### src/design/rsr_map.vh
`ifndef RSR_MAP_VH
`define RSR_MAP_VH
// ==================================================
// Bus identity
`define RSR_SLAVE_ADDR   7'h68
// ==================================================
// Map locations
`define RSR_LOC_HSEC     5'h00
`define RSR_LOC_SEC      5'h01
`define RSR_LOC_MIN      5'h02
`define RSR_LOC_HOUR     5'h03
`define RSR_LOC_DAY      5'h04
`define RSR_LOC_DATE     5'h05
`define RSR_LOC_MONTH    5'h06
`define RSR_LOC_YEAR     5'h07
`define RSR_LOC_DTRIM    5'h08
`define RSR_LOC_WDOG     5'h09
`define RSR_LOC_ALM1     5'h0A
`define RSR_LOC_FLAGS    5'h0F
`define RSR_LOC_TCOUNT   5'h10
`define RSR_LOC_TCTRL    5'h11
`define RSR_LOC_ATRIM    5'h12
`define RSR_LOC_SQW      5'h13
`define RSR_LOC_ALM2     5'h14
`define RSR_LOC_RAM      5'h19
`define RSR_CAL_LOCS     8
// ==================================================
// Field positions
`define RSR_STOP_BIT     7
`define RSR_OUT_BIT      7
`define RSR_AF2_BIT      2
`define RSR_RATE_MSB     7
`define RSR_RATE_LSB     4
// ==================================================
// Reset values and BCD limits
`define RSR_SQW_RESET    8'h10
`define RSR_RATE_OFF     4'h0
`define RSR_RATE_32K     4'h1
`define RSR_ONE_BCD      8'h01
`define RSR_ZERO_BCD     8'h00
`define RSR_MAX_HSEC     8'h99
`define RSR_MAX_SEC      8'h59
`define RSR_MAX_HOUR     8'h23
`define RSR_MAX_DAY      8'h07
`define RSR_MAX_MONTH    8'h12
`define RSR_MAX_YEAR     8'h99
`define RSR_FEB          8'h02
`define RSR_APR          8'h04
`define RSR_JUN          8'h06
`define RSR_SEP          8'h09
`define RSR_NOV          8'h11
`define RSR_DAYS_28      8'h28
`define RSR_DAYS_29      8'h29
`define RSR_DAYS_30      8'h30
`define RSR_DAYS_31      8'h31
// ==================================================
// Time base
`define RSR_HSEC_DIV     16'd328
`endif

### src/design/rsr_serial_register_port.v
// What this block does
// RQ1: Answer as slave only after start plus the fixed slave address.
// RQ2: Expose 32 byte locations accessed in ascending order per transfer.
// RQ3: First eight locations hold subseconds through year.
// RQ4: Trims, watchdog, alarms, flags, timer, square wave, then user RAM.
// RQ5: Pointer advances by one after each data byte, read or write.
// RQ6: Supply below threshold aborts access and clears pointer.
// RQ7: Supply below threshold ignores inputs; nothing is written.
// RQ8: Calendar kept in BCD with 24-hour hours.
// RQ9: Day of month rolls over for 28, 29, 30 and 31 day months.
// RQ10: Square wave runs at its default rate after power-up.
// RQ11: Bus idle whenever data and clock lines are both high.
// RQ12: Master starts a transfer only on an idle bus.
// RQ13: Data line held steady while clock is high.
// RQ14: Data change during clock high decodes as control condition.
// RQ15: Data falling while clock high is a start.
// RQ16: Data rising while clock high is a stop.
// RQ17: One open-drain pin shared by interrupt, output driver, test; here only the output driver bit drives it.
// RQ18: Separate open-drain pin for the second alarm interrupt.
// RQ19: Ninth bit after each byte is acknowledge, receiver pulls low.
// RQ20: Pointer advances only on an acknowledge clock.
// RQ21: Readable time frozen while pointer is in clock locations.
// RQ22: Master withholds acknowledge after last read byte.
// RQ23: Mismatched address leaves data released until next start.
`timescale 1ns/1ps
`include "rsr_map.vh"

module rsr_serial_register_port #(
  parameter [15:0] HSEC_DIV = `RSR_HSEC_DIV
) (
  input  wire i_ref_clk,
  input  wire i_rst_n,
  input  wire i_scl,
  input  wire i_sda,
  input  wire i_supply_low,
  input  wire i_tick_32k,
  output wire o_sda_out,
  output reg  o_sda_oe,
  output wire o_shared_interrupt_output_pin_out,
  output reg  o_shared_interrupt_output_pin_oe,
  output wire o_second_alarm_interrupt_pin_out,
  output reg  o_second_alarm_interrupt_pin_oe,
  output wire o_test_or_reset_output_pin_out,
  output reg  o_test_or_reset_output_pin_oe,
  output reg  o_square_wave_output
);

  // ==================================================
  // Input synchronisers
  localparam NSYNC = 3;
  wire [NSYNC-1:0] raw_in;
  reg  [NSYNC-1:0] filt;
  reg  [NSYNC-1:0] filt_d;
  assign raw_in = {i_tick_32k, i_sda, i_scl};

  genvar gi;
  generate
    for (gi = 0; gi < NSYNC; gi = gi + 1) begin : g_sync
      reg s1;
      reg s2;
      reg s3;
      always @(posedge i_ref_clk or negedge i_rst_n) begin
        if (!i_rst_n) begin
          s1 <= 1'b1;
          s2 <= 1'b1;
          s3 <= 1'b1;
          filt[gi] <= 1'b1;
          filt_d[gi] <= 1'b1;
        end else begin
          s1 <= raw_in[gi];
          s2 <= s1;
          s3 <= s2;
          // Needs two agreeing samples, rejects one-cycle glitches
          if (s2 == s3)
            filt[gi] <= s3;
          filt_d[gi] <= filt[gi];
        end
      end
    end
  endgenerate

  // Supply monitor is a level from outside; two flops suffice
  reg lo1;
  reg supply_low;
  always @(posedge i_ref_clk or negedge i_rst_n) begin
    if (!i_rst_n) begin
      lo1 <= 1'b0;
      supply_low <= 1'b0;
    end else begin
      lo1 <= i_supply_low;
      supply_low <= lo1;
    end
  end

  wire scl_rise = filt[0] & ~filt_d[0];
  wire scl_fall = ~filt[0] & filt_d[0];
  wire clk_hi   = filt[0] & filt_d[0];
  wire start_c  = clk_hi & filt_d[1] & ~filt[1];     // [RQ14] [RQ15]
  wire stop_c   = clk_hi & ~filt_d[1] & filt[1];     // [RQ14] [RQ16]
  wire tb_rise  = filt[2] & ~filt_d[2];

  // ==================================================
  // Serial engine
  localparam [4:0] ST_IDLE = 5'b00001;
  localparam [4:0] ST_RX   = 5'b00010;
  localparam [4:0] ST_RACK = 5'b00100;
  localparam [4:0] ST_TX   = 5'b01000;
  localparam [4:0] ST_TACK = 5'b10000;
  localparam [1:0] K_ADDR  = 2'd0;
  localparam [1:0] K_PTR   = 2'd1;
  localparam [1:0] K_DATA  = 2'd2;

  reg [4:0] state;
  reg [1:0] kind;
  reg [3:0] bitcnt;
  reg [7:0] shreg;
  reg       rd_mode;
  reg [4:0] ptr;
  reg       wr_stb;
  reg [7:0] wr_dat;
  reg [4:0] wr_loc;

  reg [7:0] cal  [0:`RSR_CAL_LOCS-1];
  reg [7:0] snap [0:`RSR_CAL_LOCS-1];
  reg [7:0] ctl  [`RSR_CAL_LOCS:31];

  // Clock locations read from the frozen copy
  wire [7:0] rd_byte = (ptr < `RSR_CAL_LOCS) ? snap[ptr[2:0]]
                                             : ctl[ptr];

  always @(posedge i_ref_clk or negedge i_rst_n) begin
    if (!i_rst_n) begin
      state <= ST_IDLE;
      kind <= K_ADDR;
      bitcnt <= 4'h0;
      shreg <= 8'h00;
      rd_mode <= 1'b0;
      ptr <= 5'h00;
      o_sda_oe <= 1'b0;
      wr_stb <= 1'b0;
      wr_dat <= 8'h00;
      wr_loc <= 5'h00;
    end else begin
      wr_stb <= 1'b0;
      if (supply_low) begin
        // Abort and forget the pointer; inputs ignored [RQ6] [RQ7]
        state <= ST_IDLE;
        ptr <= 5'h00;
        o_sda_oe <= 1'b0;
      end else if (stop_c) begin
        state <= ST_IDLE;                             // [RQ11] [RQ16]
        o_sda_oe <= 1'b0;
      end else if (start_c) begin
        state <= ST_RX;                               // [RQ15] [RQ1]
        kind <= K_ADDR;
        bitcnt <= 4'h0;
        o_sda_oe <= 1'b0;
      end else begin
        case (state)
          ST_RX: begin
            if (scl_rise) begin
              shreg <= {shreg[6:0], filt[1]};         // [RQ13]
              bitcnt <= bitcnt + 4'h1;
            end else if (scl_fall && bitcnt == 4'h8) begin
              bitcnt <= 4'h0;
              if (kind == K_ADDR) begin
                if (shreg[7:1] == `RSR_SLAVE_ADDR) begin   // [RQ1]
                  rd_mode <= shreg[0];
                  o_sda_oe <= 1'b1;                   // [RQ19]
                  state <= ST_RACK;
                end else begin
                  state <= ST_IDLE;                   // [RQ23]
                end
              end else begin
                if (kind == K_PTR)
                  ptr <= shreg[4:0];
                else begin
                  wr_stb <= 1'b1;
                  wr_dat <= shreg;
                  wr_loc <= ptr;
                end
                o_sda_oe <= 1'b1;                     // [RQ19]
                state <= ST_RACK;
              end
            end
          end
          ST_RACK: begin
            if (scl_fall) begin
              if (kind == K_ADDR && rd_mode) begin
                shreg <= rd_byte;
                o_sda_oe <= ~rd_byte[7];
                state <= ST_TX;
              end else begin
                o_sda_oe <= 1'b0;
                state <= ST_RX;
                if (kind == K_DATA)
                  ptr <= ptr + 5'h01;                 // [RQ5] [RQ20] [RQ2]
                kind <= (kind == K_ADDR) ? K_PTR : K_DATA;
              end
            end
          end
          ST_TX: begin
            if (scl_fall) begin
              if (bitcnt == 4'h7) begin
                bitcnt <= 4'h0;
                o_sda_oe <= 1'b0;
                state <= ST_TACK;
              end else begin
                bitcnt <= bitcnt + 4'h1;
                shreg <= {shreg[6:0], 1'b0};
                o_sda_oe <= ~shreg[6];
              end
            end
          end
          ST_TACK: begin
            if (scl_rise) begin
              ptr <= ptr + 5'h01;                     // [RQ5] [RQ20]
              rd_mode <= ~filt[1];
            end else if (scl_fall) begin
              if (rd_mode) begin
                shreg <= rd_byte;
                o_sda_oe <= ~rd_byte[7];
                state <= ST_TX;
              end else begin
                // No acknowledge: line stays released [RQ22]
                state <= ST_IDLE;
              end
            end
          end
          default: state <= ST_IDLE;
        endcase
      end
    end
  end

  assign o_sda_out = 1'b0;

  // ==================================================
  // BCD helpers
  function [8:0] bcd_inc;
    input [7:0] v;
    input [7:0] mx;
    input [7:0] mn;
    begin
      if (v >= mx)
        bcd_inc = {1'b1, mn};
      else if (v[3:0] == 4'h9)
        bcd_inc = {1'b0, v[7:4] + 4'h1, 4'h0};
      else
        bcd_inc = {1'b0, v + 8'h01};
    end
  endfunction

  function [7:0] month_len;
    input [7:0] mon;
    input [7:0] yr;
    reg leap;
    begin
      leap = yr[4] ? (yr[3:0] == 4'h2 || yr[3:0] == 4'h6)
                   : (yr[3:0] == 4'h0 || yr[3:0] == 4'h4 ||
                      yr[3:0] == 4'h8);
      if (mon == `RSR_FEB)
        month_len = leap ? `RSR_DAYS_29 : `RSR_DAYS_28;  // [RQ9]
      else if (mon == `RSR_APR || mon == `RSR_JUN ||
               mon == `RSR_SEP || mon == `RSR_NOV)
        month_len = `RSR_DAYS_30;
      else
        month_len = `RSR_DAYS_31;
    end
  endfunction

  // ==================================================
  // Calendar counting
  reg [15:0] presc;
  reg [7:0]  next_cal [0:`RSR_CAL_LOCS-1];
  reg [8:0]  r;
  reg        c;
  integer    k;
  integer    j;
  wire hsec_tick = tb_rise && (presc == HSEC_DIV - 16'd1);

  always @* begin
    for (k = 0; k < `RSR_CAL_LOCS; k = k + 1)
      next_cal[k] = cal[k];
    r = 9'h000;
    c = hsec_tick & ~cal[1][`RSR_STOP_BIT];
    if (c) begin                                      // [RQ8]
      r = bcd_inc(cal[0], `RSR_MAX_HSEC, `RSR_ZERO_BCD);
      c = r[8];
      next_cal[0] = r[7:0];
    end
    if (c) begin
      r = bcd_inc({1'b0, cal[1][6:0]}, `RSR_MAX_SEC, `RSR_ZERO_BCD);
      c = r[8];
      next_cal[1] = {cal[1][7], r[6:0]};
    end
    if (c) begin
      r = bcd_inc({1'b0, cal[2][6:0]}, `RSR_MAX_SEC, `RSR_ZERO_BCD);
      c = r[8];
      next_cal[2] = {cal[2][7], r[6:0]};
    end
    if (c) begin
      // 24-hour scale; century bits kept, they step on year wrap
      r = bcd_inc({2'b00, cal[3][5:0]}, `RSR_MAX_HOUR,
                  `RSR_ZERO_BCD);                     // [RQ8]
      c = r[8];
      next_cal[3] = {cal[3][7:6], r[5:0]};
    end
    if (c) begin
      r = bcd_inc({5'h00, cal[4][2:0]}, `RSR_MAX_DAY, `RSR_ONE_BCD);
      next_cal[4] = {cal[4][7:3], r[2:0]};
      r = bcd_inc({2'b00, cal[5][5:0]},
                  month_len(cal[6], cal[7]), `RSR_ONE_BCD);  // [RQ9]
      c = r[8];
      next_cal[5] = {cal[5][7:6], r[5:0]};
    end
    if (c) begin
      r = bcd_inc({3'b000, cal[6][4:0]}, `RSR_MAX_MONTH,
                  `RSR_ONE_BCD);
      c = r[8];
      next_cal[6] = {cal[6][7:5], r[4:0]};
    end
    if (c) begin
      r = bcd_inc(cal[7], `RSR_MAX_YEAR, `RSR_ZERO_BCD);
      next_cal[7] = r[7:0];
      next_cal[3][7:6] = cal[3][7:6] + {1'b0, r[8]};
    end
  end

  // Time locations at the head of the map [RQ3]
  wire freeze = (state != ST_IDLE) && (ptr < `RSR_CAL_LOCS);
  wire cal_wr = wr_stb && (wr_loc < `RSR_CAL_LOCS);

  always @(posedge i_ref_clk or negedge i_rst_n) begin
    if (!i_rst_n) begin
      presc <= 16'h0000;
      for (j = 0; j < `RSR_CAL_LOCS; j = j + 1) begin
        cal[j] <= `RSR_ZERO_BCD;
        snap[j] <= `RSR_ZERO_BCD;
      end
    end else begin
      // A time write restarts the divider chain
      if (cal_wr)
        presc <= 16'h0000;
      else if (hsec_tick)
        presc <= 16'h0000;
      else if (tb_rise)
        presc <= presc + 16'h0001;
      for (j = 0; j < `RSR_CAL_LOCS; j = j + 1) begin
        if (cal_wr && wr_loc[2:0] == j[2:0])
          cal[j] <= wr_dat;
        else
          cal[j] <= next_cal[j];
        // Readers see a stable snapshot mid-transfer [RQ21]
        if (!freeze)
          snap[j] <= next_cal[j];
      end
    end
  end

  // ==================================================
  // Control and user locations [RQ4]
  generate
    for (gi = `RSR_CAL_LOCS; gi < 32; gi = gi + 1) begin : g_ctl
      always @(posedge i_ref_clk or negedge i_rst_n) begin
        if (!i_rst_n)
          ctl[gi] <= (gi == `RSR_LOC_SQW) ? `RSR_SQW_RESET : 8'h00;
        else if (wr_stb && wr_loc == gi)
          ctl[gi] <= wr_dat;                          // [RQ2] [RQ7]
      end
    end
  endgenerate

  // ==================================================
  // Square wave and open-drain pins
  reg  [11:0] sq_div;
  wire [3:0]  rate = ctl[`RSR_LOC_SQW][`RSR_RATE_MSB:`RSR_RATE_LSB];
  wire [3:0]  rate_sel = rate - 4'h2;

  always @(posedge i_ref_clk or negedge i_rst_n) begin
    if (!i_rst_n) begin
      sq_div <= 12'h000;
      o_square_wave_output <= 1'b0;
      o_shared_interrupt_output_pin_oe <= 1'b0;
      o_second_alarm_interrupt_pin_oe <= 1'b0;
      o_test_or_reset_output_pin_oe <= 1'b0;
    end else begin
      if (tb_rise)
        sq_div <= sq_div + 12'h001;
      // Defaults to the raw time base until reprogrammed [RQ10]
      if (rate == `RSR_RATE_OFF)
        o_square_wave_output <= 1'b0;
      else if (rate == `RSR_RATE_32K)
        o_square_wave_output <= filt[2];
      else
        o_square_wave_output <= sq_div[rate_sel];
      // Low output driver level pulls the shared pin [RQ17]
      o_shared_interrupt_output_pin_oe <=
        ~ctl[`RSR_LOC_DTRIM][`RSR_OUT_BIT];
      o_second_alarm_interrupt_pin_oe <=
        ctl[`RSR_LOC_FLAGS][`RSR_AF2_BIT];           // [RQ18]
      o_test_or_reset_output_pin_oe <= supply_low;
    end
  end

  assign o_shared_interrupt_output_pin_out = 1'b0;
  assign o_second_alarm_interrupt_pin_out = 1'b0;
  assign o_test_or_reset_output_pin_out = 1'b0;

endmodule

### config.mk
export PLATFORM = sky130hd
export DESIGN_NAME = rsr_serial_register_port
export DESIGN_NICKNAME = d
export VERILOG_FILES = /design/src/design/rsr_serial_register_port.v
export VERILOG_INCLUDE_DIRS = /design/src /design/src/design
export SDC_FILE = /design/constraint.sdc
export NUM_CORES = 1
export LEC_CHECK = 0
export BUFFER_PORTS_ARGS = -buffer_cell sky130_fd_sc_hd__buf_2
export CORE_MARGIN = 2
export CORE_UTILIZATION = 50
export DETAILED_ROUTE_END_ITERATION = 10
export PLACE_DENSITY = 0.71
export SYNTH_ARGS = -nofsm -noshare
export SYNTH_HDL_FRONTEND = slang
export SYNTH_SLANG_ARGS = --single-unit
### constraint.sdc
create_clock -name i_ref_clk -period 4.5 [get_ports i_ref_clk]
set_input_delay 0.45 -clock i_ref_clk [delete_from_list [all_inputs] [get_ports i_ref_clk]]
set_output_delay 0.45 -clock i_ref_clk [all_outputs]
set_load 0.02 [all_outputs]
==> flow_summary.ini <==
[worst_setup_path]
crit_path_end_kind = flop
path_class = flop to flop
critical_path.cell_chain = or2_2 -> or4_1 -> ha_1 -> nand3_1 -> o22ai_1 -> nand3_1 -> or3_1 -> o41ai_2 -> mux2_2
r2r_cells = 9
start_kind = flop
cpPeakStageDelay_ps = 540
cp.required_ps = 5010
crit_path_top_delay_cell = o22ai_1
crit_path_frequent_cell = nand3_1
cp_max_fo = 10
crit_arrival_ps = 4420

[sta]
relSlewSlack_pct = 23.6
min_period_over_period_pct = 87.0
fin_worst_skew_ps = 28.8
rsz0062_at_grt = false
fin_crit_ps = 3920
max_freq_ghz = 0.255
holdWs_ps = -52.4
worst_slew_pin_slew_ps = 1140
finalSetupViolCount = 0
drv_slew = 0
finalSetupTns_ps = 0
finalHoldViolCount = 24

[synth]
netlist_area_mm2 = 0.0206
synth_compound_area_share_pct = 9.43
ys_seq_area_share_pct = 49.9
ys.warnings.count = 0
ys_types = 82
synthXorXnorAreaFrac_pct = 1.41
synth-async-reset-ratio_pct = 100
syn_inst = 1799
muxShareOfSynthArea_pct = 21.9
synth_top_family_by_area = multiplexers
synth-seq-cells = 409
synthSimpleGateAreaFrac_pct = 12.2
synth_area_leader_cell = dfrtp_1
synth_area_leaders = dfrtp_1 48%, mux2_2 13%, mux4_2 7.5%
synth_fa_ha_area_share_pct = 1.97
yosysTopAreaCellShare_pct = 47.7
avgSynthCellArea_um2 = 11.4
synth_edf_count = 0
synth_ff_type = dfrtp_1

[grt]
grt_pass1_wl_mm = 79.2
grt-ovfl-total = 0
grt_usage_pct = 24.1
grt_pass1_vias = 14031
grt_antenna_before_repair = 0
grt_max_degree = 118

[pwr]
irDropWorstVdd_mv = 0.228
leakagePower_nw = 10.1
power_density_mw_per_mm2 = 356

[routing]
drt-initial-drc-count = 1198
wirelength_mm = 49.8
antenna_left = 0
viasPerCell = 6.13
vias = 14286
firstDrtPassIters = 6
drc = 0
routedWlPerCell_um = 21.4

[finish]
nNetsFinal = 1797
syn2layout_area_growth_pct = 10.1
drive_gt1_share_pct = 24.9
fillers = 3344
finalNonFillerCells = 2330
utilization_pct = 55.5

[die]
die_area_mm2 = 0.0427
start_util_pct = 50.4
dieWidth_um = 207
die_h_um = 207
rows = 74
io_pins = 15
core_mm2 = 0.0407

[cts]
cts-resized-gates = 0
post_cts_buffers = 0
cts_tree = done
clock_sinks = 409
clk_pin_slew_worst_paths_ps = 60
ctsHoldBuffers = 4
h-tree-depth = 2
cts_inserted_buffers = 44
clockBufferDepth = 3
clk_latency_ps = 580
clk_root_buffer_cell = clkbuf_16

[outcome]
status = finished, violations left
violations = negative hold slack

[placed_design]
io_buffers = 10
dp_cells = 2243
dp_hpwl_mm = 32.9
place_congestion = 0.881

[min_path]
hold_path_class = input pin to asynchronous set/reset pin

[job]
drv_cap = 0
cell usage in the layout, fill, tap and decap left out, types with 16 or more instances in the layout:
| master | n |
|---|---|
| a21oi_1 | 70 |
| a31oi_1 | 22 |
| buf_4 | 16 |
| clkbuf_16 | 45 |
| dfrtp_1 | 388 |
| dfstp_2 | 17 |
| ha_1 | 30 |
| inv_1 | 40 |
| mux2_2 | 230 |
| mux2i_1 | 37 |
| mux4_2 | 68 |
| nand2_1 | 188 |
| nand2b_1 | 16 |
| nand3_1 | 36 |
| nor2_1 | 105 |
| nor2b_1 | 19 |
| nor3_1 | 27 |
| o21ai_0 | 110 |
| o31ai_1 | 17 |
| xnor2_1 | 17 |
| xor2_1 | 16 |
layer usage:
layer	routed length, um	global-route usage (%)	part of all wire [%]
met1	21400	33.2	43
met2	23500	38.0	47
met3	3170	4.57	6.4
met4	1650	9.73	3.3
met5	0	0	0
cell usage after synthesis, drive strengths merged, types with 17 or more instances:
| library cell | number |
|---|---|
| mux4 | 68 |
| a31oi | 22 |
| dfrtp | 392 |
| nand3 | 36 |
| nand2 | 189 |
| o21ai | 120 |
| nor2b | 19 |
| nor2 | 106 |
| mux2i | 37 |
| ha | 30 |
| a21oi | 70 |
| inv | 40 |
| clkbuf | 93 |
| dfstp | 17 |
| xnor2 | 17 |
| mux2 | 230 |
| nor3 | 27 |
| o31ai | 18 |
| buf | 29 |
logic make-up after synthesis:
| family | Yosys count |
|---|---|
| AO/OA/AOI/OAI | 317 |
| XOR/XNOR | 33 |
| adder cells (fa/ha/maj) | 33 |
| buffers and inverters | 162 |
| flip-flops | 409 |
| multiplexers | 335 |
| other | 1 |
| AND/OR/NAND/NOR | 509 |
path summary, 6_finish.rpt:
| check | to | slack (ps) | startpoint |
|---|---|---|---|
| setup / recovery | snap[4] | 580 | cal[12] |
| setup reg to reg | snap[4] | 580 | cal[12] |
| hold reg to reg | g_sync[2].s2 | 350 | g_sync[2].s1 |
| max in group asynchronous | ctl[19] | 3500 | i_rst_n |
| hold / removal | sq_div[1] | -50 | i_rst_n |
| min in group i_ref_clk | g_sync[2].s2 | 350 | g_sync[2].s1 |
per-stage QoR:
stage / total power [mW] / instance area (um2) / setup slack, ps
after floorplan: 4.09 / 20600 / 1110
after global placement: 4.22 / 21000 / 763
after detailed placement: 4.24 / 21000 / 682
after CTS: 8.13 / 22600 / 671
after global routing: 8.34 / 22600 / 349
final: 8.06 / 22600 / 583
worst max-delay path: cells and delay by family (launching register included):
family	cells	cell delay, ps
simple gates	5	1990
compound gates	2	850
flops	1	490
fa+ha+maj	1	320
mux	1	200
sequential cells by signal (all words and copies together) (netlist names), 4 cells and up:
name and cells:
sq_div 12, snap 64, bitcnt 4, wr_loc 5
wr_dat 8, presc 16, cal 64, ctl 192
state 5, ptr 5, shreg 8
power breakdown:
| part | total [mW] | internal (mW) | switching [mW] |
|---|---|---|---|
| combinational | 0.309 | 0.117 | 0.192 |
| clock | 3.89 | 2.37 | 1.51 |
| sequential | 3.86 | 3.76 | 0.0969 |
| total | 8.06 | 6.25 | 1.80 |
area by class of cell:
| type | count | area (um2) | area share [%] |
|---|---|---|---|
| sequential | 409 | 10300 | 45.4 |
| tap | 532 | 666 | 2.94 |
| inverter | 40 | 150 | 0.664 |
| clock buffer | 66 | 1360 | 5.99 |
| timing repair buffer | 35 | 320 | 1.42 |
| multi-input combinational | 1231 | 9640 | 42.6 |
| antenna | 1 | 2.50 | 0.0111 |
| clock inverter | 16 | 219 | 0.968 |
Note: power is estimated with default switching activity, not from simulation.
